## config.mk

```make
export PLATFORM = sky130hd
export DESIGN_NAME = pvr_violation_event_regs
export DESIGN_NICKNAME = d
export VERILOG_FILES = /design/src/rtl/pvr_pkg.sv /design/src/rtl/pvr_event_slot.sv /design/src/rtl/pvr_violation_event_regs.sv
export SDC_FILE = /design/constraint.sdc
export NUM_CORES = 1
export LEC_CHECK = 0
export ABC_AREA = 1
export BUFFER_PORTS_ARGS = -buffer_cell sky130_fd_sc_hd__buf_4
export CORE_AREA = 2 2 97 75
export DETAILED_ROUTE_END_ITERATION = 12
export DIE_AREA = 0 0 99 77
export PLACE_DENSITY_LB_ADDON = 0.05
export RECOVER_POWER = 25
export SETUP_SLACK_MARGIN = 0.05
export SLEW_MARGIN = 10
export SYNTH_ARGS = -nofsm -noshare
export SYNTH_HDL_FRONTEND = slang
export SYNTH_SLANG_ARGS = --single-unit
```

## constraint.sdc

```tcl
create_clock -name ref_clk -period 1.9 [get_ports ref_clk]
set_clock_uncertainty 0.15 [all_clocks]
set_input_delay 0.57 -clock ref_clk [delete_from_list [all_inputs] [get_ports ref_clk]]
set_output_delay 0.57 -clock ref_clk [all_outputs]
set_load 0.03 [all_outputs]
```

## src/rtl/pvr_pkg.sv

```systemverilog
package pvr_pkg;

   // register offsets, byte addresses within the block
   localparam logic [11:0] RAM_EVT_OFS = 12'h100;
   localparam logic [11:0] FLASH_EVT_OFS = 12'h104;
   localparam logic [11:0] PERIPH_EVT_OFS = 12'h108;
   localparam logic [11:0] RAM_PUB_OFS = 12'h180;
   localparam logic [11:0] FLASH_PUB_OFS = 12'h184;
   localparam logic [11:0] PERIPH_PUB_OFS = 12'h188;
   localparam logic [11:0] INTERRUPT_ENABLE_OFS = 12'h300;
   localparam logic [11:0] INTERRUPT_ENABLE_SET_OFS = 12'h304;
   localparam logic [11:0] INTERRUPT_ENABLE_CLR_OFS = 12'h308;

   // decoded address width and event count
   localparam int ADDR_W = 12;
   localparam int NUM_EVENTS = 3;

   // event slot indices, also interrupt enable bit positions
   localparam int RAM_IDX = 0;
   localparam int FLASH_IDX = 1;
   localparam int PERIPH_IDX = 2;
   localparam logic [1:0] NO_SLOT = 2'h3;

   // field positions
   localparam int EVT_FLAG_BIT = 0;
   localparam int PUB_PUBLISH_CHANNEL_INDEX_LSB = 0;
   localparam int PUB_PUBLISH_CHANNEL_INDEX_W = 4;
   localparam int PUB_EN_BIT = 31;

   // values after reset
   localparam logic EVT_RESET = 1'b0;
   localparam logic PUB_EN_RESET = 1'b0;
   localparam logic [PUB_PUBLISH_CHANNEL_INDEX_W-1:0] PUB_PUBLISH_CHANNEL_INDEX_RESET = 4'h0;
   localparam logic [NUM_EVENTS-1:0] INTERRUPT_ENABLE_RESET = 3'h0;

   // default number of event channels
   localparam int NUM_CHANNELS_DEF = 16;

   // ahb transfer type with the data-carrying bit
   localparam int HTRANS_ACTIVE_BIT = 1;
   localparam logic HRESP_OKAY = 1'b0;

endpackage : pvr_pkg

```

## src/rtl/pvr_event_slot.sv

```systemverilog
`timescale 1ns/1ps
`default_nettype none

// one violation event: sticky flag plus its publish configuration
module pvr_event_slot
(
   input wire logic ref_clk,
   input wire logic resetn,
   input wire logic violation,
   input wire logic flagWrite,
   input wire logic flagData,
   input wire logic cfgWrite,
   input wire logic [31:0] cfgData,
   output logic flag,
   output logic publishEn,
   output logic [pvr_pkg::PUB_PUBLISH_CHANNEL_INDEX_W-1:0] channelIdx
);

   // a violation in the same cycle as a software write wins, so none is lost
   always_ff @(posedge ref_clk or negedge resetn)
   begin
      if (!resetn)
         flag <= pvr_pkg::EVT_RESET;
      else if (violation)
         flag <= 1'b1;
      else if (flagWrite)
         flag <= flagData;
   end

   // publish enable in the top bit, channel index in the low field
   always_ff @(posedge ref_clk or negedge resetn)
   begin
      if (!resetn)
      begin
         publishEn <= pvr_pkg::PUB_EN_RESET;
         channelIdx <= pvr_pkg::PUB_PUBLISH_CHANNEL_INDEX_RESET;
      end
      else if (cfgWrite)
      begin
         publishEn <= cfgData[pvr_pkg::PUB_EN_BIT];
         channelIdx <= cfgData[pvr_pkg::PUB_PUBLISH_CHANNEL_INDEX_LSB +: pvr_pkg::PUB_PUBLISH_CHANNEL_INDEX_W];
      end
   end

endmodule : pvr_event_slot

`default_nettype wire

```

## src/rtl/pvr_violation_event_regs.sv

```systemverilog
// Operation
// - ram_violation_event flag reads 1 after a RAM access violation, else 0. Here a software write of 1 also sets it.
// - flash_violation_event flag sets on a flash access violation.
// - periph_violation_event flag sets on a peripheral access violation.
// - RAM publish config: channel index plus enable bit 31, reset zero.
// - Flash publish config: same layout, signals chosen channel when enabled.
// - Peripheral publish config: same layout, signals chosen channel when enabled.
// - interrupt_enable holds one enable bit per event, reset zero.
// - Writing 1 to interrupt_enable_set enables; reads show enable state.
// - Writing 1 to interrupt_enable_clear disables; reads show enable state.
//
// Decided for this implementation: the AHB-Lite interface to the registers.
`timescale 1ns/1ps
`default_nettype none

module pvr_violation_event_regs
#(
   parameter int NUM_CHANNELS = pvr_pkg::NUM_CHANNELS_DEF
)
(
   input wire logic ref_clk,
   input wire logic resetn,
   input wire logic hsel,
   input wire logic [31:0] haddr,
   input wire logic [1:0] htrans,
   input wire logic hwrite,
   input wire logic [2:0] hsize,
   input wire logic [31:0] hwdata,
   input wire logic hready,
   output logic hreadyout,
   output logic hresp,
   output logic [31:0] hrdata,
   input wire logic ramAccessViolation,
   input wire logic flashAccessViolation,
   input wire logic periphAccessViolation,
   output logic [NUM_CHANNELS-1:0] eventChannelPulse,
   output logic irq
);

   localparam int CHW = pvr_pkg::PUB_PUBLISH_CHANNEL_INDEX_W;
   localparam int NE = pvr_pkg::NUM_EVENTS;

   // the channel index field cannot name more channels than it has codes
   if (NUM_CHANNELS < 1 || NUM_CHANNELS > (1 << CHW))
   begin : gBadChannels
      $error("NUM_CHANNELS out of range for the channel index field");
   end

   // maps an address to an event slot of a bank of three, or NO_SLOT
   function automatic logic [1:0] slotOf
   (
      input logic [pvr_pkg::ADDR_W-1:0] addr,
      input logic [pvr_pkg::ADDR_W-1:0] base
   );
      logic [1:0] slot;
      slot = pvr_pkg::NO_SLOT;
      if (addr == base)
         slot = 2'(pvr_pkg::RAM_IDX);
      else if (addr == base + 12'h004)
         slot = 2'(pvr_pkg::FLASH_IDX);
      else if (addr == base + 12'h008)
         slot = 2'(pvr_pkg::PERIPH_IDX);
      return slot;
   endfunction : slotOf

   logic [NE-1:0] violation;
   logic [NE-1:0] flag;
   logic [NE-1:0] publishEn;
   logic [CHW-1:0] channelIdx [NE];
   logic [NE-1:0] interruptEnable;
   logic [NE-1:0] flagWrite;
   logic [NE-1:0] cfgWrite;
   logic dataValid;
   logic dataWrite;
   logic [pvr_pkg::ADDR_W-1:0] dataAddr;
   logic addrAccept;
   logic busWrite;
   logic wrDirect;
   logic wrSet;
   logic wrClear;
   logic [1:0] wrEvtSlot;
   logic [1:0] wrPubSlot;
   logic [1:0] rdEvtSlot;
   logic [1:0] rdPubSlot;
   logic [31:0] next_hrdata;
   logic [NUM_CHANNELS-1:0] next_pulse;
   logic [NE-1:0] wrBits;

   // detection logic shares ref_clk, so these need no synchroniser
   assign violation[pvr_pkg::RAM_IDX] = ramAccessViolation;
   assign violation[pvr_pkg::FLASH_IDX] = flashAccessViolation;
   assign violation[pvr_pkg::PERIPH_IDX] = periphAccessViolation;

   // address phase is taken when selected, ready and nonseq or seq
   assign addrAccept = hsel && hready && htrans[pvr_pkg::HTRANS_ACTIVE_BIT];

   // address phase register; only word transfers are expected, hsize unused
   always_ff @(posedge ref_clk or negedge resetn)
   begin
      if (!resetn)
      begin
         dataValid <= 1'b0;
         dataWrite <= 1'b0;
         dataAddr <= '0;
      end
      else if (hready)
      begin
         dataValid <= addrAccept;
         dataWrite <= hwrite;
         dataAddr <= haddr[pvr_pkg::ADDR_W-1:0];
      end
   end

   // zero wait states, always okay: outputs come from flops out of reset
   always_ff @(posedge ref_clk or negedge resetn)
   begin
      if (!resetn)
      begin
         hreadyout <= 1'b0;
         hresp <= pvr_pkg::HRESP_OKAY;
      end
      else
      begin
         hreadyout <= 1'b1;
         hresp <= pvr_pkg::HRESP_OKAY;
      end
   end

   // write decode in the data phase, when hwdata is valid
   assign busWrite = dataValid && dataWrite;
   assign wrDirect = busWrite && (dataAddr == pvr_pkg::INTERRUPT_ENABLE_OFS);
   assign wrSet = busWrite && (dataAddr == pvr_pkg::INTERRUPT_ENABLE_SET_OFS);
   assign wrClear = busWrite && (dataAddr == pvr_pkg::INTERRUPT_ENABLE_CLR_OFS);
   assign wrEvtSlot = slotOf(dataAddr, pvr_pkg::RAM_EVT_OFS);
   assign wrPubSlot = slotOf(dataAddr, pvr_pkg::RAM_PUB_OFS);
   assign wrBits = hwdata[NE-1:0];

   // per-slot write strobes
   always_comb
   begin
      flagWrite = '0;
      cfgWrite = '0;
      for (int i = 0; i < NE; i++)
      begin
         flagWrite[i] = busWrite && (wrEvtSlot == 2'(i));
         cfgWrite[i] = busWrite && (wrPubSlot == 2'(i));
      end
   end

   // one slot per event: flag and publish configuration
   for (genvar g = 0; g < NE; g++)
   begin : gSlot
      pvr_event_slot uSlot
      (
         .ref_clk(ref_clk),
         .resetn(resetn),
         .violation(violation[g]),
         .flagWrite(flagWrite[g]),
         .flagData(hwdata[pvr_pkg::EVT_FLAG_BIT]),
         .cfgWrite(cfgWrite[g]),
         .cfgData(hwdata),
         .flag(flag[g]),
         .publishEn(publishEn[g]),
         .channelIdx(channelIdx[g])
      );
   end

   // one enable set behind three views; zeros via set or clear change nothing
   always_ff @(posedge ref_clk or negedge resetn)
   begin
      if (!resetn)
         interruptEnable <= pvr_pkg::INTERRUPT_ENABLE_RESET;
      else if (wrDirect)
         interruptEnable <= wrBits;
      else if (wrSet)
         interruptEnable <= interruptEnable | wrBits;
      else if (wrClear)
         interruptEnable <= interruptEnable & ~wrBits;
   end

   // read decode in the address phase so hrdata is ready for the data phase
   assign rdEvtSlot = slotOf(haddr[pvr_pkg::ADDR_W-1:0], pvr_pkg::RAM_EVT_OFS);
   assign rdPubSlot = slotOf(haddr[pvr_pkg::ADDR_W-1:0], pvr_pkg::RAM_PUB_OFS);

   // unmapped and reserved bits read zero
   always_comb
   begin
      next_hrdata = '0;
      if (rdEvtSlot != pvr_pkg::NO_SLOT)
         next_hrdata[pvr_pkg::EVT_FLAG_BIT] = flag[rdEvtSlot];
      else if (rdPubSlot != pvr_pkg::NO_SLOT)
      begin
         next_hrdata[pvr_pkg::PUB_EN_BIT] = publishEn[rdPubSlot];
         next_hrdata[pvr_pkg::PUB_PUBLISH_CHANNEL_INDEX_LSB +: CHW] = channelIdx[rdPubSlot];
      end
      else if (haddr[pvr_pkg::ADDR_W-1:0] == pvr_pkg::INTERRUPT_ENABLE_OFS
         || haddr[pvr_pkg::ADDR_W-1:0] == pvr_pkg::INTERRUPT_ENABLE_SET_OFS
         || haddr[pvr_pkg::ADDR_W-1:0] == pvr_pkg::INTERRUPT_ENABLE_CLR_OFS)
         next_hrdata[NE-1:0] = interruptEnable;
   end

   // read data held for the data phase; zero outside reads
   always_ff @(posedge ref_clk or negedge resetn)
   begin
      if (!resetn)
         hrdata <= '0;
      else if (hready)
         hrdata <= (addrAccept && !hwrite) ? next_hrdata : 32'h0000_0000;
   end

   // publish: each enabled event strobes its channel; shared channels merge
   always_comb
   begin
      next_pulse = '0;
      for (int i = 0; i < NE; i++)
      begin
         if (violation[i] && publishEn[i]
            && 32'(channelIdx[i]) < NUM_CHANNELS)
            next_pulse[channelIdx[i]] = 1'b1;
      end
   end

   // a one-cycle strobe per event; a channel index past the top is dropped
   always_ff @(posedge ref_clk or negedge resetn)
   begin
      if (!resetn)
         eventChannelPulse <= '0;
      else
         eventChannelPulse <= next_pulse;
   end

   // level interrupt, registered so it lags the flag by one cycle
   always_ff @(posedge ref_clk or negedge resetn)
   begin
      if (!resetn)
         irq <= 1'b0;
      else
         irq <= |(flag & interruptEnable);
   end

   // every violation leaves its flag set on the next edge
   a_ram_flag_set: assert property (
      @(posedge ref_clk) disable iff (!resetn)
      ramAccessViolation |=> flag[pvr_pkg::RAM_IDX])
      else $error("ram flag not set after violation");

   a_flash_flag_set: assert property (
      @(posedge ref_clk) disable iff (!resetn)
      flashAccessViolation && flagWrite[pvr_pkg::FLASH_IDX]
         |=> flag[pvr_pkg::FLASH_IDX])
      else $error("flash flag lost against a software write");

   a_periph_flag_hold: assert property (
      @(posedge ref_clk) disable iff (!resetn)
      $rose(flag[pvr_pkg::PERIPH_IDX]) |-> $past(periphAccessViolation)
         || $past(flagWrite[pvr_pkg::PERIPH_IDX]))
      else $error("periph flag rose without cause");

   // no violation, no channel strobe
   a_pub_quiet: assert property (
      @(posedge ref_clk) disable iff (!resetn)
      (violation == '0) |=> (eventChannelPulse == '0))
      else $error("channel strobe without a violation");

   a_flash_publish: assert property (
      @(posedge ref_clk) disable iff (!resetn)
      flashAccessViolation && publishEn[pvr_pkg::FLASH_IDX]
         && 32'(channelIdx[pvr_pkg::FLASH_IDX]) < NUM_CHANNELS
         |=> eventChannelPulse[$past(channelIdx[pvr_pkg::FLASH_IDX])])
      else $error("flash violation not published");

   a_periph_pub_gate: assert property (
      @(posedge ref_clk) disable iff (!resetn)
      periphAccessViolation && !publishEn[pvr_pkg::PERIPH_IDX]
         && !ramAccessViolation && !flashAccessViolation
         |=> (eventChannelPulse == '0))
      else $error("disabled periph publish still strobed");

   // the direct view loads the whole enable set
   a_interrupt_enable_direct: assert property (
      @(posedge ref_clk) disable iff (!resetn)
      wrDirect |=> interruptEnable == $past(wrBits))
      else $error("direct enable write not stored");

   a_interrupt_enable_set: assert property (
      @(posedge ref_clk) disable iff (!resetn)
      wrSet |=> (interruptEnable & $past(wrBits)) == $past(wrBits))
      else $error("set view did not enable");

   a_interrupt_enable_clear: assert property (
      @(posedge ref_clk) disable iff (!resetn)
      wrClear |=> (interruptEnable & $past(wrBits)) == '0)
      else $error("clear view did not disable");

   a_zero_keeps_bits: assert property (
      @(posedge ref_clk) disable iff (!resetn)
      wrSet || wrClear
         |=> (interruptEnable & ~$past(wrBits))
            == ($past(interruptEnable) & ~$past(wrBits)))
      else $error("zero written via set or clear changed a bit");

   // irq follows flag and enable one cycle later, both ways
   a_irq_follows: assert property (
      @(posedge ref_clk) disable iff (!resetn)
      ##1 irq == $past(|(flag & interruptEnable)))
      else $error("irq does not match flags and enables");

   a_flag_clear_zero: assert property (
      @(posedge ref_clk) disable iff (!resetn)
      flagWrite[pvr_pkg::RAM_IDX] && !hwdata[pvr_pkg::EVT_FLAG_BIT]
         && !ramAccessViolation ##1 !ramAccessViolation[*2]
         |-> !flag[pvr_pkg::RAM_IDX])
      else $error("ram flag not cleared by writing zero");

   // zero wait states once out of reset; the first edge after release
   // still shows the reset value, so start from the second one
   a_bus_ready: assert property (
      @(posedge ref_clk) disable iff (!resetn)
      $past(resetn) |-> hreadyout && hresp == pvr_pkg::HRESP_OKAY)
      else $error("slave stalled or errored");

endmodule : pvr_violation_event_regs

`default_nettype wire

```

; After elaboration in Yosys (flattened, before gate mapping)
; Index checks and enable logic that the tools add are counted.
; W data, S select, Z words.
[totals]
regBits = 85
input_bits = 77
out_inout_bits = 51
wordCells = 131
[classes]
order_cmp = 9
n_eq_ne = 24
mux = 45
bitwise = 7
n_reduce_logical = 29
[ops]
columns = operator, count
row1 = $eq A12 B9 Y1 const B, 12
row2 = $eq A12 B10 Y1 const B, 6
row3 = $mux W16, 3
row4 = $mux W32, 1
row5 = $or A16 B16 Y16, 2
row6 = $logic_and A1 B1 Y1, 19
row7 = $mux W1, 19
row8 = $mux W3, 6
row9 = $mux W2, 8
row10 = $lt A4 B5 Y1 const B, 3
row11 = $demux W1 S4, 3
row12 = $ge A4 B1 Y1 const B, 3
row13 = $bmux W4 S2, 1
row14 = $mux W4, 2
row15 = $and A3 B3 Y3, 2
row16 = $lt A2 B3 Y1 const B, 2
row17 = $reduce_bool A2 Y1, 3
row18 = $bmux W1 S2, 2
row19 = $eq A2 B1 Y1 const B, 2
row20 = $eq A2 B2 Y1 const B, 2
row21 = $logic_not A2 Y1, 2
row22 = $ne A2 B2 Y1 const B, 2
row23 = $ge A3 B3 Y1 const B, 1
row24 = $not A2 Y3, 1
row25 = other kinds (6), 7

; Logic depth before layout (Yosys ltp)
; Gate-level depths: netlist (run 1).
[depth]
word_depth = 11
ltp_mapped = 12
mapped_depth_nobuf = 12

; Modules after synthesis
; Synthesis (run 1) repeated with hierarchy kept, for this count alone.
[unflattened]
hier_cells = 433
hier_area_um2 = 3241.9
[modules_own_cells]
columns = module, instances, cells_per_inst, area_per_inst_um2, seq_area_each_um2
row1 = pvr_violation_event_regs, 1, 352, 2498.6, 1001.0
row2 = pvr_event_slot, 3, 27, 247.7, 150.1

; Worst setup path after synthesis (run 1)
; No wires, ideal clock.
[synth_timing]
path_kind = input to register
from = input port haddr[10]
to = register hrdata[0]
setup_time_ps = 117
t_arrival_ps = 1413
required_ps = 1633
path_slack_ps = 220
path_stages = 11
path_buffers = 0
path_cell_list = inv_1 > nand2_1 > nor2_4 > nand2_4 > or2_0 > nand2_1 > nand2_1 > nand2_1 > nand2_1 > nand2_1 > nand2_1
[synth_between]
elab_chain_cells = 11
[synth_lines]
columns = item, line_no
row1 = from (decl), pvr_violation_event_regs.sv:24  ; input wire logic [31:0] haddr,
row2 = $eq A12 B9 Y1, pvr_violation_event_regs.sv:61  ; else if (addr == base + 12'h008)
row3 = $mux W1, pvr_violation_event_regs.sv:61
row4 = $mux W2, pvr_violation_event_regs.sv:59  ; else if (addr == base + 12'h004)
row5 = $mux W2, pvr_violation_event_regs.sv:57  ; if (addr == base)
row6 = $not A2 Y3 (not written as such), pvr_violation_event_regs.sv:194  ; next_hrdata[pvr_pkg::PUB_PUBLISH_CHANNEL_INDEX_LSB +: CHW] = channelIdx[rdPubSlot];
row7 = $bmux W4 S2, pvr_violation_event_regs.sv:194
row8 = $mux W4 (not written as such) (2 in a row), pvr_violation_event_regs.sv:194
row9 = $mux W3, pvr_violation_event_regs.sv:191  ; else if (rdPubSlot != pvr_pkg::NO_SLOT)
row10 = $mux W1 (*), pvr_violation_event_regs.sv:189  ; if (rdEvtSlot != pvr_pkg::NO_SLOT)
row11 = $mux W32 (*), pvr_violation_event_regs.sv:208  ; hrdata <= (addrAccept && !hwrite) ? next_hrdata : 32'h0000_0000;
row12 = to (signal assigned), pvr_violation_event_regs.sv:208
row13 = to (decl), pvr_violation_event_regs.sv:32  ; output logic [31:0] hrdata,
; Mark *: on every way between the ends. The rest lies on a longest branch, timed or not. The select of a mux whose other input is x is not followed.
; A chain may end at the register's enable or synchronous reset.

; Worst setup path after layout (run 1)
[layout_timing]
from = register dataAddr[1] (netlist name)
to = register gSlot[2].uSlot.flag
[layout_between]
elab_chain_cells = 7
[layout_lines]
columns = item, line_no
row1 = from (decl), pvr_violation_event_regs.sv:75  ; logic [pvr_pkg::ADDR_W-1:0] dataAddr;
row2 = from (signal assigned), pvr_violation_event_regs.sv:110  ; dataAddr <= haddr[pvr_pkg::ADDR_W-1:0];
row3 = $eq A12 B9 Y1, pvr_violation_event_regs.sv:61
row4 = $mux W1, pvr_violation_event_regs.sv:61
row5 = $mux W2, pvr_violation_event_regs.sv:59
row6 = $mux W2 (*), pvr_violation_event_regs.sv:57
row7 = $eq A2 B2 Y1 (*), pvr_violation_event_regs.sv:145  ; flagWrite[i] = busWrite && (wrEvtSlot == 2'(i));
row8 = $logic_and A1 B1 Y1 (*), pvr_violation_event_regs.sv:145
row9 = $reduce_bool A2 Y1 (no line) (*), -
row10 = to (signal assigned), pvr_event_slot.sv:23  ; flag <= pvr_pkg::EVT_RESET;
row11 = to (signal assigned), pvr_event_slot.sv:27  ; flag <= flagData;
row12 = to (decl), pvr_event_slot.sv:14  ; output logic flag,
; Mark *: on every way between the ends. The rest lies on a longest branch, timed or not.

==> impl_results.md, run 1 <==
- Status: finished clean
- Area growth from synthesis to layout: 19.58%
- Syn Inst Count: between 400 and 500
- Slew at the pin closest to its max-slew limit: roughly 0.67 ns
- Weighted congestion reported at the end of routability-driven placement: just over 0.9
- Iteration-0 DRC Markers: approximately 220
- Layout cell share with drive strength beyond 1: ~17%
- Post-DP HPWL: 5.663 mm
- Worst-case reg-to-reg path depth: 8
- Clk sink count: between 50 and 60
- Routed Wire Length: around 7.3 mm
- Antenna violations before repair: 0
- Final Instance Count excl. Fillers: about 560
- Global-route congestion overflow total: 0
- Total via count in the routed design: ~2700
- Diodes inserted: 0
- Count of cells along the worst hold path: 3
- Vias in the first global route: about 2400
- Die Footprint: about 0.0076 sq mm
- Clock-pin slew on the worst setup and hold paths: about 0.06 ns
- Final critical delay including setup and external delays: between 1.5 and 2 ns
- End-of-flow core utilization: 56.15%
- Setup repair after global routing missed its margin: no
- Critical Path Sink Type: register
- Critical path launch point type: register
- Power density over the cells: just over 700 mW/mm^2
- Path category of the worst min-delay check: in2reg
- Maximum root-to-sink buffer count: 2
- Worst-Skew Late Latency: between 0.3 and 0.4 ns
- Final count of hold timing violations: 0
- Share of synthesized area occupied by flip-flops and latches: approximately 46%
- Drc violations: 0
- Synthesized area divided by synthesized cell count: 7.714 sq um
- Initial core utilization: a little under half
- Clock tree from TritonCTS: done
- Place WS: -0.01334 ns
- Setup-failing EPs final: 0
- Max-cap check violation count: 0
- Static Leakage: 2.058 nW
- Count of distinct cell types in the synthesized netlist: 32
- Maximum number of pins on one net before global-route repair: 34
- Sum of negative setup slack: 0 ns
- Number of buffers created by CTS: 9
- Count of port buffers added during placement: 48
- Placeable core region: 0.006669 sq mm
- Register bit total from synthesis: 58
- Number of placed instances, taps included: 540
- Maximum level of the CTS H-tree: 3
- Number of search-and-repair iterations in the first detailed-routing pass: 4
- Fin nets: 545
- Wire length of the first global-routing pass: approximately 12 mm
- Peak supply drop: between 0.3 and 0.4 mV
- Total routing resource utilization after global routing: around 21%
- WL per Instance: about 13 microns
- Critical-path maximum fanout: 4
- I/O pin count: ~130
- Achievable clock frequency: between 0.6 and 0.7 GHz
- Power after layout: 2.690 mW
- CP Class: reg2reg
- Chip Height: 77 microns
- Yosys synthesis warning count: 0
- Width of the chip: between 90 and 100 microns
- Final max-slew violation count: 0
- Post-layout worst setup margin: between 0.2 and 0.3 ns
- Worst path required time: 1.98 ns
- Headroom to the max-slew limit: 55.27%
- Antenna-violating nets left: 0
- Buffer type at the clock tree root: clkbuf_8
- Synthesized cell area: ~0.0031 sq mm
- Critical Path AT: 1.73 ns
- Site row count: 26
- Tcrit/Tclk final: between 80% and 90%
- Number of vias per cell after detailed routing: approximately 4.9
[cells in the final DEF, fill, tap and decap left out, types with 3 or more instances in the layout]
cell type / instances
nor2_1: 31
nor2_4: 4
a21oi_1: 5
o21ai_0: 35
o311ai_0: 4
o211ai_1: 5
nand2_1: 120
conb_1: 29
o221ai_1: 7
clkbuf_8: 10
o21ai_1: 5
dfrtp_1: 58
inv_1: 53
buf_4: 53
nand3_1: 23
clkbuf_1: 3
[cell type report]
cell class	instances	area, sq um
fill	645	2924
sequential	58	1451
timing repair buffer	56	431.7
clock inverter	3	40.04
multi-input combinational	289	1369
clock buffer	12	145.1
inverter	54	202.7
tap	84	105.1
[path summary, 6_finish.rpt]
kind	slack, ns	end	startpoint
hold / removal	0.28	gSlot[0].uSlot.flag$_DFFE_PN0P_	ramAccessViolation
max in group asynchronous	0.32	eventChannelPulse[6]$_DFF_PN0_	resetn
setup / recovery	0.25	gSlot[2].uSlot.flag$_DFFE_PN0P_	dataAddr[1]$_DFFE_PN0P_
setup reg to reg	0.25	gSlot[2].uSlot.flag$_DFFE_PN0P_	dataAddr[1]$_DFFE_PN0P_
min in group asynchronous	0.62	dataAddr[1]$_DFFE_PN0P_	resetn
hold reg to reg	0.33	dataWrite$_DFFE_PN0P_	dataWrite$_DFFE_PN0P_
[per-stage QoR]
stage	area, sq um	hold slack, ns
6_report	3745	0.2782
5_1_grt	3745	0.2780
4_1_cts	3736	0.2643
3_5_place_dp	3538	0.2709
3_3_place_gp	3538	0.2724
2_1_floorplan	3233	0.1244
[power by group]
group          switching [mW]  total [mW]  internal [mW]
sequential             0.0224        1.29           1.27
clock                   0.472        1.10          0.630
combinational           0.215       0.297         0.0819
[timing repair]
action	in CTS	in global routing
gates resized for setup	1	3
hold endpoints to repair	10	0
hold buffers	1	0
setup endpoints to repair	2	5
buffers inserted	0	0
[critical path: stages (launching register included)]
cell,delay (ns)
dfrtp_1,0.41
nor2_4,0.15
nand2_1,0.09
inv_1,0.11
nand2_1,0.15
nor2_4,0.16
nor2_1,0.09
o21ai_0,0.15
nand2_1,0.06
[kinds of logic (layout without fill, tap and decap cells)]
kind of cell / count (synthesis) / count (layout) / synth area share, %
simple gates: 194 / 194 / 27.13
buf+inv: 86 / 125 / 13.66
compound gates: 66 / 66 / 12.62
flops: 58 / 58 / 46.34
other cells: 2 / 29 / 0.2398
[sequential cells by signal, indices dropped and copies added (netlist names), named ones only]
signal,cells
gSlot.uSlot.publishEn,3
dataValid,1
dataAddr,12
eventChannelPulse,16
hreadyout,1
dataWrite,1
gSlot.uSlot.flag,3
gSlot.uSlot.channelIdx,12
irq,1
hrdata,5
[synth_stat cells]
master	n	area [sq um]
nand3_2	1	10.01
nor4_1	1	6.260
o21a_1	1	7.510
or2_0	1	6.260
conb_1	2	7.510
inv_1	53	198.9
nand2_4	1	11.26
o311ai_0	4	35.03
o21bai_1	1	7.510
a41oi_1	1	8.760
nand2_1	120	450.4
nor3_1	2	10.01
inv_2	1	3.750
nor3_2	1	10.01
o221ai_1	7	61.31
nand2_2	1	6.260
o211ai_1	5	37.54
nor2_4	2	22.52
buf_4	28	210.2
nand3_1	23	115.1
dfrtp_1	58	1451
nor2_1	33	123.9
a31oi_1	2	12.51
clkbuf_1	4	15.01
nand3b_2	1	11.26
nor2_2	2	12.51
o21ai_1	5	25.02
nand4_2	2	25.02
o21ai_0	35	175.2
a21oi_1	5	25.02
nor3_4	1	16.27
nand4_1	2	12.51
[routing by layer]
metal	share of wire, %	vias to the layer above	GRT usage [%]
li1	-	1378	-
met1	51	1229	32.59
met3	9.2	13	6.016
met5	0	-	0
met2	39	117	26.08
met4	1.6	0	8.767
Power figures use the tool's default switching activity.
==> inputs of run 2 (changes only) <==
--- a/config.mk
+++ b/config.mk
@@ -7,9 +7,9 @@
 export LEC_CHECK = 0
 export ABC_AREA = 1
 export BUFFER_PORTS_ARGS = -buffer_cell sky130_fd_sc_hd__buf_4
-export CORE_AREA = 2 2 97 75
+export CORE_AREA = 2 2 133 102
 export DETAILED_ROUTE_END_ITERATION = 12
-export DIE_AREA = 0 0 99 77
+export DIE_AREA = 0 0 135 104
 export PLACE_DENSITY_LB_ADDON = 0.05
 export RECOVER_POWER = 25
 export SETUP_SLACK_MARGIN = 0.05
==> run 2 against run 1 <==
Core utilization is 25 points lower. Critical path type unchanged. Register-to-register slack about the same. Global-route usage down 7.7 points. Die area rose by 84%. Cell count rose by 17%. Clock-buffer cell count rose by 2. First-iteration DRC count decreased by 12%.
==> impl_results.md, run 2 (synthesis results as in run 1) <==
- Clock tree from TritonCTS: done
- Static Leakage: between 2 and 2.5 nW
- Initial core utilization: roughly a quarter
- Iteration-0 DRC Markers: between 150 and 200
- Critical-path maximum fanout: 4
- Path category of the worst min-delay check: in2reg
- Final count of hold timing violations: 0
- Status: finished clean
- Post-DP HPWL: just under 7 mm
- Worst path required time: between 1.5 and 2 ns
- Clk sink count: 58
- Antenna violations before repair: 0
- Slew at the pin closest to its max-slew limit: about 0.51 ns
- Headroom to the max-slew limit: 66.12%
- Smallest hold slack: 0.3056 ns
- Die Footprint: approximately 0.014 sq mm
- Register cell area after layout: 0.001451 sq mm
- Maximum number of pins on one net before global-route repair: 30
- Final max-slew violation count: 0
- Number of vias per cell after detailed routing: roughly 4.2
- Vias in the first global route: roughly 2700
- Critical path launch point type: register
- Buffer type at the clock tree root: clkbuf_16
- CP Class: reg2reg
- Number of fill cells in the layout: about 1400
- Setup slack of the worst register-to-register path: 0.26 ns
- Setup repair after global routing missed its margin: no
- WL per Instance: approximately 13 microns
- Power after layout: ~3.2 mW
- FF-to-FF Start: dataAddr[2]$_DFFE_PN0P_
- Setup-failing EPs final: 0
- Clock-pin slew on the worst setup and hold paths: about 0.050 ns
- Weighted congestion reported at the end of routability-driven placement: approximately 0.9
- CP Launch Point: dataAddr[2]$_DFFE_PN0P_
- Number of search-and-repair iterations in the first detailed-routing pass: 4
- Maximum level of the CTS H-tree: 3
- Count of port buffers added during placement: 48
- Maximum root-to-sink buffer count: 2
- Worst-Skew Late Latency: about 0.32 ns
- Peak supply drop: 0.4932 mV
- Largest Register: eventChannelPulse
- Width of the chip: roughly 140 microns
- Number of buffers created by CTS: 9
- Fin nets: between 500 and 600
- Chip Height: 104 microns
- Total routing resource utilization after global routing: a little over an eighth
- Global-route congestion overflow total: 0
- Most frequent cells in the layout: nand2_1 (120), buf_4 (61), dfrtp_1 (58)
- Achievable clock frequency: 0.6083 GHz
- Total via count in the routed design: 2726
- Antenna-violating nets left: 0
- Diodes inserted: 0
- Max-cap check violation count: 0
- I/O pin count: about 130
- Critical Path AT: 1.70 ns
- Power density over the cells: around 800 mW/mm^2
- Wire length of the first global-routing pass: about 14 mm
- Largest register FFs: 16
- Routed Wire Length: about 8.7 mm
- Worst-case reg-to-reg path depth: 6
- Site row count: 36
- Placeable core region: around 0.013 sq mm
- Layout cell share with drive strength beyond 1: 19.09%
- Commonest non-fill, non-tap cell in the layout: nand2_1
- Combined area of the multi-input logic cells: approximately 0.0014 sq mm
- Critical Path Sink Type: register
- Final critical delay including setup and external delays: approximately 1.6 ns
- Tcrit/Tclk final: just under 90%
- Registers with the highest flip-flop counts: eventChannelPulse (16), dataAddr (12), gSlot.uSlot.channelIdx (12)
- Area growth from synthesis to layout: 28.57%
- Drc violations: 0
==> run 2: cell types whose count changed in the layout (fill, tap and decap cells not counted) <==
cell       delta
clkbuf_16     +9
buf_4         +8
clkbuf_8      -8
nor2_2        +2
nor2_4        -2
clkbuf_2      +1
clkbuf_4      +1
clkinv_2      -1
==> run 2: metrics by stage <==
step | std cells | setup slack, ns | TNS (ns) | area [sq um] | util [%]
floorplan | 433 | 0.2198 | 0 | 3233 | -
global placement | 636 | -0.04668 | -0.1699 | 3715 | 29.04
detailed placement | 636 | -0.04923 | -0.1237 | 3715 | 29.04
CTS | 653 | 0.1591 | 0 | 4024 | 31.46
global route | 653 | 0.05202 | 0 | 4026 | 31.47
finish | 653 | 0.2560 | 0 | 4026 | 31.47
==> run 2: how the worst min path moves through the flow <==
stage | startpoint | endpoint | slack [ns] | depth (start not counted)
floorplan | resetn | asynchronous set/reset pin | 0.12 | 0
global placement | resetn | dataAddr[4]$_DFFE_PN0P_ | 0.32 | 1
detailed placement | dataWrite$_DFFE_PN0P_ | dataWrite$_DFFE_PN0P_ | 0.31 | 2
CTS | flashAccessViolation | gSlot[1].uSlot.flag$_DFFE_PN0P_ | 0.29 | 3
global route | flashAccessViolation | gSlot[1].uSlot.flag$_DFFE_PN0P_ | 0.30 | 3
finish | flashAccessViolation | gSlot[1].uSlot.flag$_DFFE_PN0P_ | 0.31 | 3
==> run 2: power breakdown <==
part	leakage (nW)	internal, mW	total [mW]	switching, mW
clock	0.147	1.08	1.61	0.531
sequential	0.685	1.27	1.29	0.0194
combinational	1.32	0.0898	0.313	0.223
total	2.15	2.44	3.22	0.774
==> run 2: layer usage <==
layer  wire length, microns  GRT usage, %  share of wire (%)
met1                   4748         20.77                 55
met2                   3407         17.73                 39
met3                    446         2.534                5.1
met4                     68         3.795               0.78
met5                      0             0                  0
==> run 2: area by class of cell <==
class	count	share of cell area, %
Inverter	54	5.034
Clock inverter	2	0.8701
Sequential cell	58	36.05
Tap cell	171	5.314
Clock buffer	14	6.557
Timing Repair Buffer	65	12.43
Multi-Input combinational cell	289	33.75
==> run 2: what timing repair did <==
action                                  in CTS  in global routing
endpoints found under the setup margin       0                  9
hold buffers                                 1                  0
resized for setup                            0                  2
buffers inserted                             0                  0
hold endpoints to repair                    16                  0
==> run 2: critical path, stage by stage (launching register included) <==
cell     delay [ns]
dfrtp_1        0.43
inv_1          0.15
nand3_1        0.13
nor2_1         0.22
o21ai_0        0.17
o21ai_0        0.21
nand2_1        0.07
==> inputs of run 3 (changes only) <==
--- a/config.mk
+++ b/config.mk
@@ -12,6 +12,7 @@
 export DIE_AREA = 0 0 135 104
 export PLACE_DENSITY_LB_ADDON = 0.05
 export RECOVER_POWER = 25
+export REMOVE_ABC_BUFFERS = 1
 export SETUP_SLACK_MARGIN = 0.05
 export SLEW_MARGIN = 10
 export SYNTH_ARGS = -nofsm -noshare
==> run 3 against run 2 <==
Clock-buffer cell count shrank 3. First-iteration DRC count shrank 34%. Cell count grew 0.46%. Largest cell class unchanged. Critical path depth is the same. Largest power group unchanged. Highest routed layer unchanged.
==> impl_results.md, run 3 (synthesis results as in run 1) <==
- Buffer type at the clock tree root: clkbuf_16
- Peak supply drop: ~0.38 mV
- Path category of the worst min-delay check: in2async
- Wire length of the first global-routing pass: around 14 mm
- Final design area excluding fillers: between 0.004 and 0.005 sq mm
- Registers with the highest flip-flop counts: eventChannelPulse (16), dataAddr (12), gSlot.uSlot.channelIdx (12)
- Count of port buffers added during placement: 48
- Max-cap check violation count: 0
- Routed Wire Length: approximately 9.0 mm
- Setup Fix Bufs, Post-CTS: 0
- Antenna violations before repair: 0
- Cell repeated most along the worst path: nand2_1
- Commonest non-fill, non-tap cell in the layout: nand2_1
- Critical Path AT: around 1.7 ns
- Iteration-0 DRC Markers: 127
- Final critical delay including setup and external delays: roughly 1.7 ns
- Number of buffers created by CTS: 9
- Static Leakage: 2.167 nW
- Hold bufs inserted after CTS: 0
- Headroom to the max-slew limit: between 50% and 60%
- Maximum level of the CTS H-tree: 3
- Initial core utilization: 24.48%
- Die Footprint: about 0.014 sq mm
- Maximum root-to-sink buffer count: 2
- Clk sink count: slightly below 60
- I/O pin count: 128
- Fin nets: around 560
- Tcrit/Tclk final: 88.96%
- Cell class contributing the biggest share of worst-path delay: simple AND/OR/NAND/NOR gates
- Status: finished clean
- Antenna-violating nets left: 0
- Largest Register: eventChannelPulse
- Maximum number of pins on one net before global-route repair: 28
- Worst-Skew Late Latency: between 0.3 and 0.4 ns
- Sum of negative setup slack: 0 ns
- Post-DP HPWL: slightly above 7 mm
- Chip Height: around 100 microns
- Largest register FFs: 16
- Total via count in the routed design: about 2700
- Power density over the cells: 824.6 mW/mm^2
- CP Class: reg2reg
- Total routing resource utilization after global routing: between 10% and 20%
- Smallest hold slack: 0.1421 ns
- Post-place instance area: about 0.0037 sq mm
- Critical path launch point type: register
- Layout cell share with drive strength beyond 1: 20.21%
- Setup repair after global routing missed its margin: no
- Number of search-and-repair iterations in the first detailed-routing pass: 5
- Achievable clock frequency: just under 0.6 GHz
- Final count of hold timing violations: 0
- Most frequent cells in the layout: nand2_1 (120), buf_4 (65), dfrtp_1 (58)
- Placeable core region: 0.01279 sq mm
- Clock tree from TritonCTS: done
- Critical Path Sink Type: register
- Power after layout: about 3.3 mW
- Weighted congestion reported at the end of routability-driven placement: 0.8485
- Site row count: 36
- Count of instances resized after the clock tree is built: 0
- Highest cell delay on the worst timing path: around 0.35 ns
- Vias in the first global route: 2595
- Final max-slew violation count: 0
- Global-route congestion overflow total: 0
- Width of the chip: 135 microns
- Critical-path maximum fanout: 10
- Worst path bufs/invs: 1
- Area growth from synthesis to layout: 29.68%
- WL per Instance: roughly 14 microns
- Setup-failing EPs final: 0
- Worst path required time: 1.95 ns
- Max stage delay cell, worst path: dfrtp_1
- Drc violations: 0
- Clock-pin slew on the worst setup and hold paths: 0.05 ns
- Number of vias per cell after detailed routing: 4.133
- Worst path cell trace: inv_1 -> nand2_1 -> nor3_4 -> nand4_2 -> nand2_1 -> o21ai_0
- Diodes inserted: 0
- Slew at the pin closest to its max-slew limit: 0.7201 ns
[run 3: cell type report]
type	count	area, sq um
clock buffer	11	242.7
clock inverter	5	77.57
fill	1424	8731
inverter	54	202.7
multi-input combinational	289	1371
sequential	58	1451
tap	171	214.0
timing repair buffer	68	501.7
[run 3: routing by layer]
| metal | GRT usage (%) | wire (microns) |
|---|---|---|
| met1 | 21.55 | 5037 |
| met3 | 3.752 | 493 |
| met2 | 17.26 | 3344 |
| met4 | 3.795 | 87 |
| met5 | 0 | 0 |
[run 3: report_power, final]
group / total (mW) / switching, mW / internal, mW
registers: 1.29 / 0.0203 / 1.27
clock network: 1.74 / 0.561 / 1.18
logic: 0.320 / 0.230 / 0.0903
total: 3.35 / 0.811 / 2.54
[run 3: final timing paths]
path                            slack [ns]                startpoint                                    to  cells past startpoint
max in group asynchronous             0.43                    resetn       eventChannelPulse[15]$_DFF_PN0_                      2
worst max register to register        0.21  dataAddr[10]$_DFFE_PN0P_  gSlot[1].uSlot.publishEn$_DFFE_PN0P_                      6
min in group ref_clk                  0.30        ramAccessViolation       gSlot[0].uSlot.flag$_DFFE_PN0P_                      3
worst max-delay path                  0.21  dataAddr[10]$_DFFE_PN0P_  gSlot[1].uSlot.publishEn$_DFFE_PN0P_                      6
worst min-delay path                  0.14                    resetn               dataAddr[5]$_DFFE_PN0P_                      1
worst min register to register        0.33     dataValid$_DFFE_PN0P_                 dataValid$_DFFE_PN0P_                      2
[run 3: stage by stage]
step	instances	util, %	setup WS (ns)
finish	656	31.75	0.2098
global route	656	31.75	0.05347
CTS	656	31.78	0.09751
detailed placement	640	29.27	-0.05783
global placement	640	29.27	-0.08278
floorplan	401	-	0.2198
[run 3: worst register-to-register path, delay by kind of cell, from the launching register on]
| family | cells | cell delay (ns) |
|---|---|---|
| simple gates | 4 | 0.92 |
| flops | 1 | 0.35 |
| buf+inv | 1 | 0.06 |
| compound gates | 1 | 0.08 |
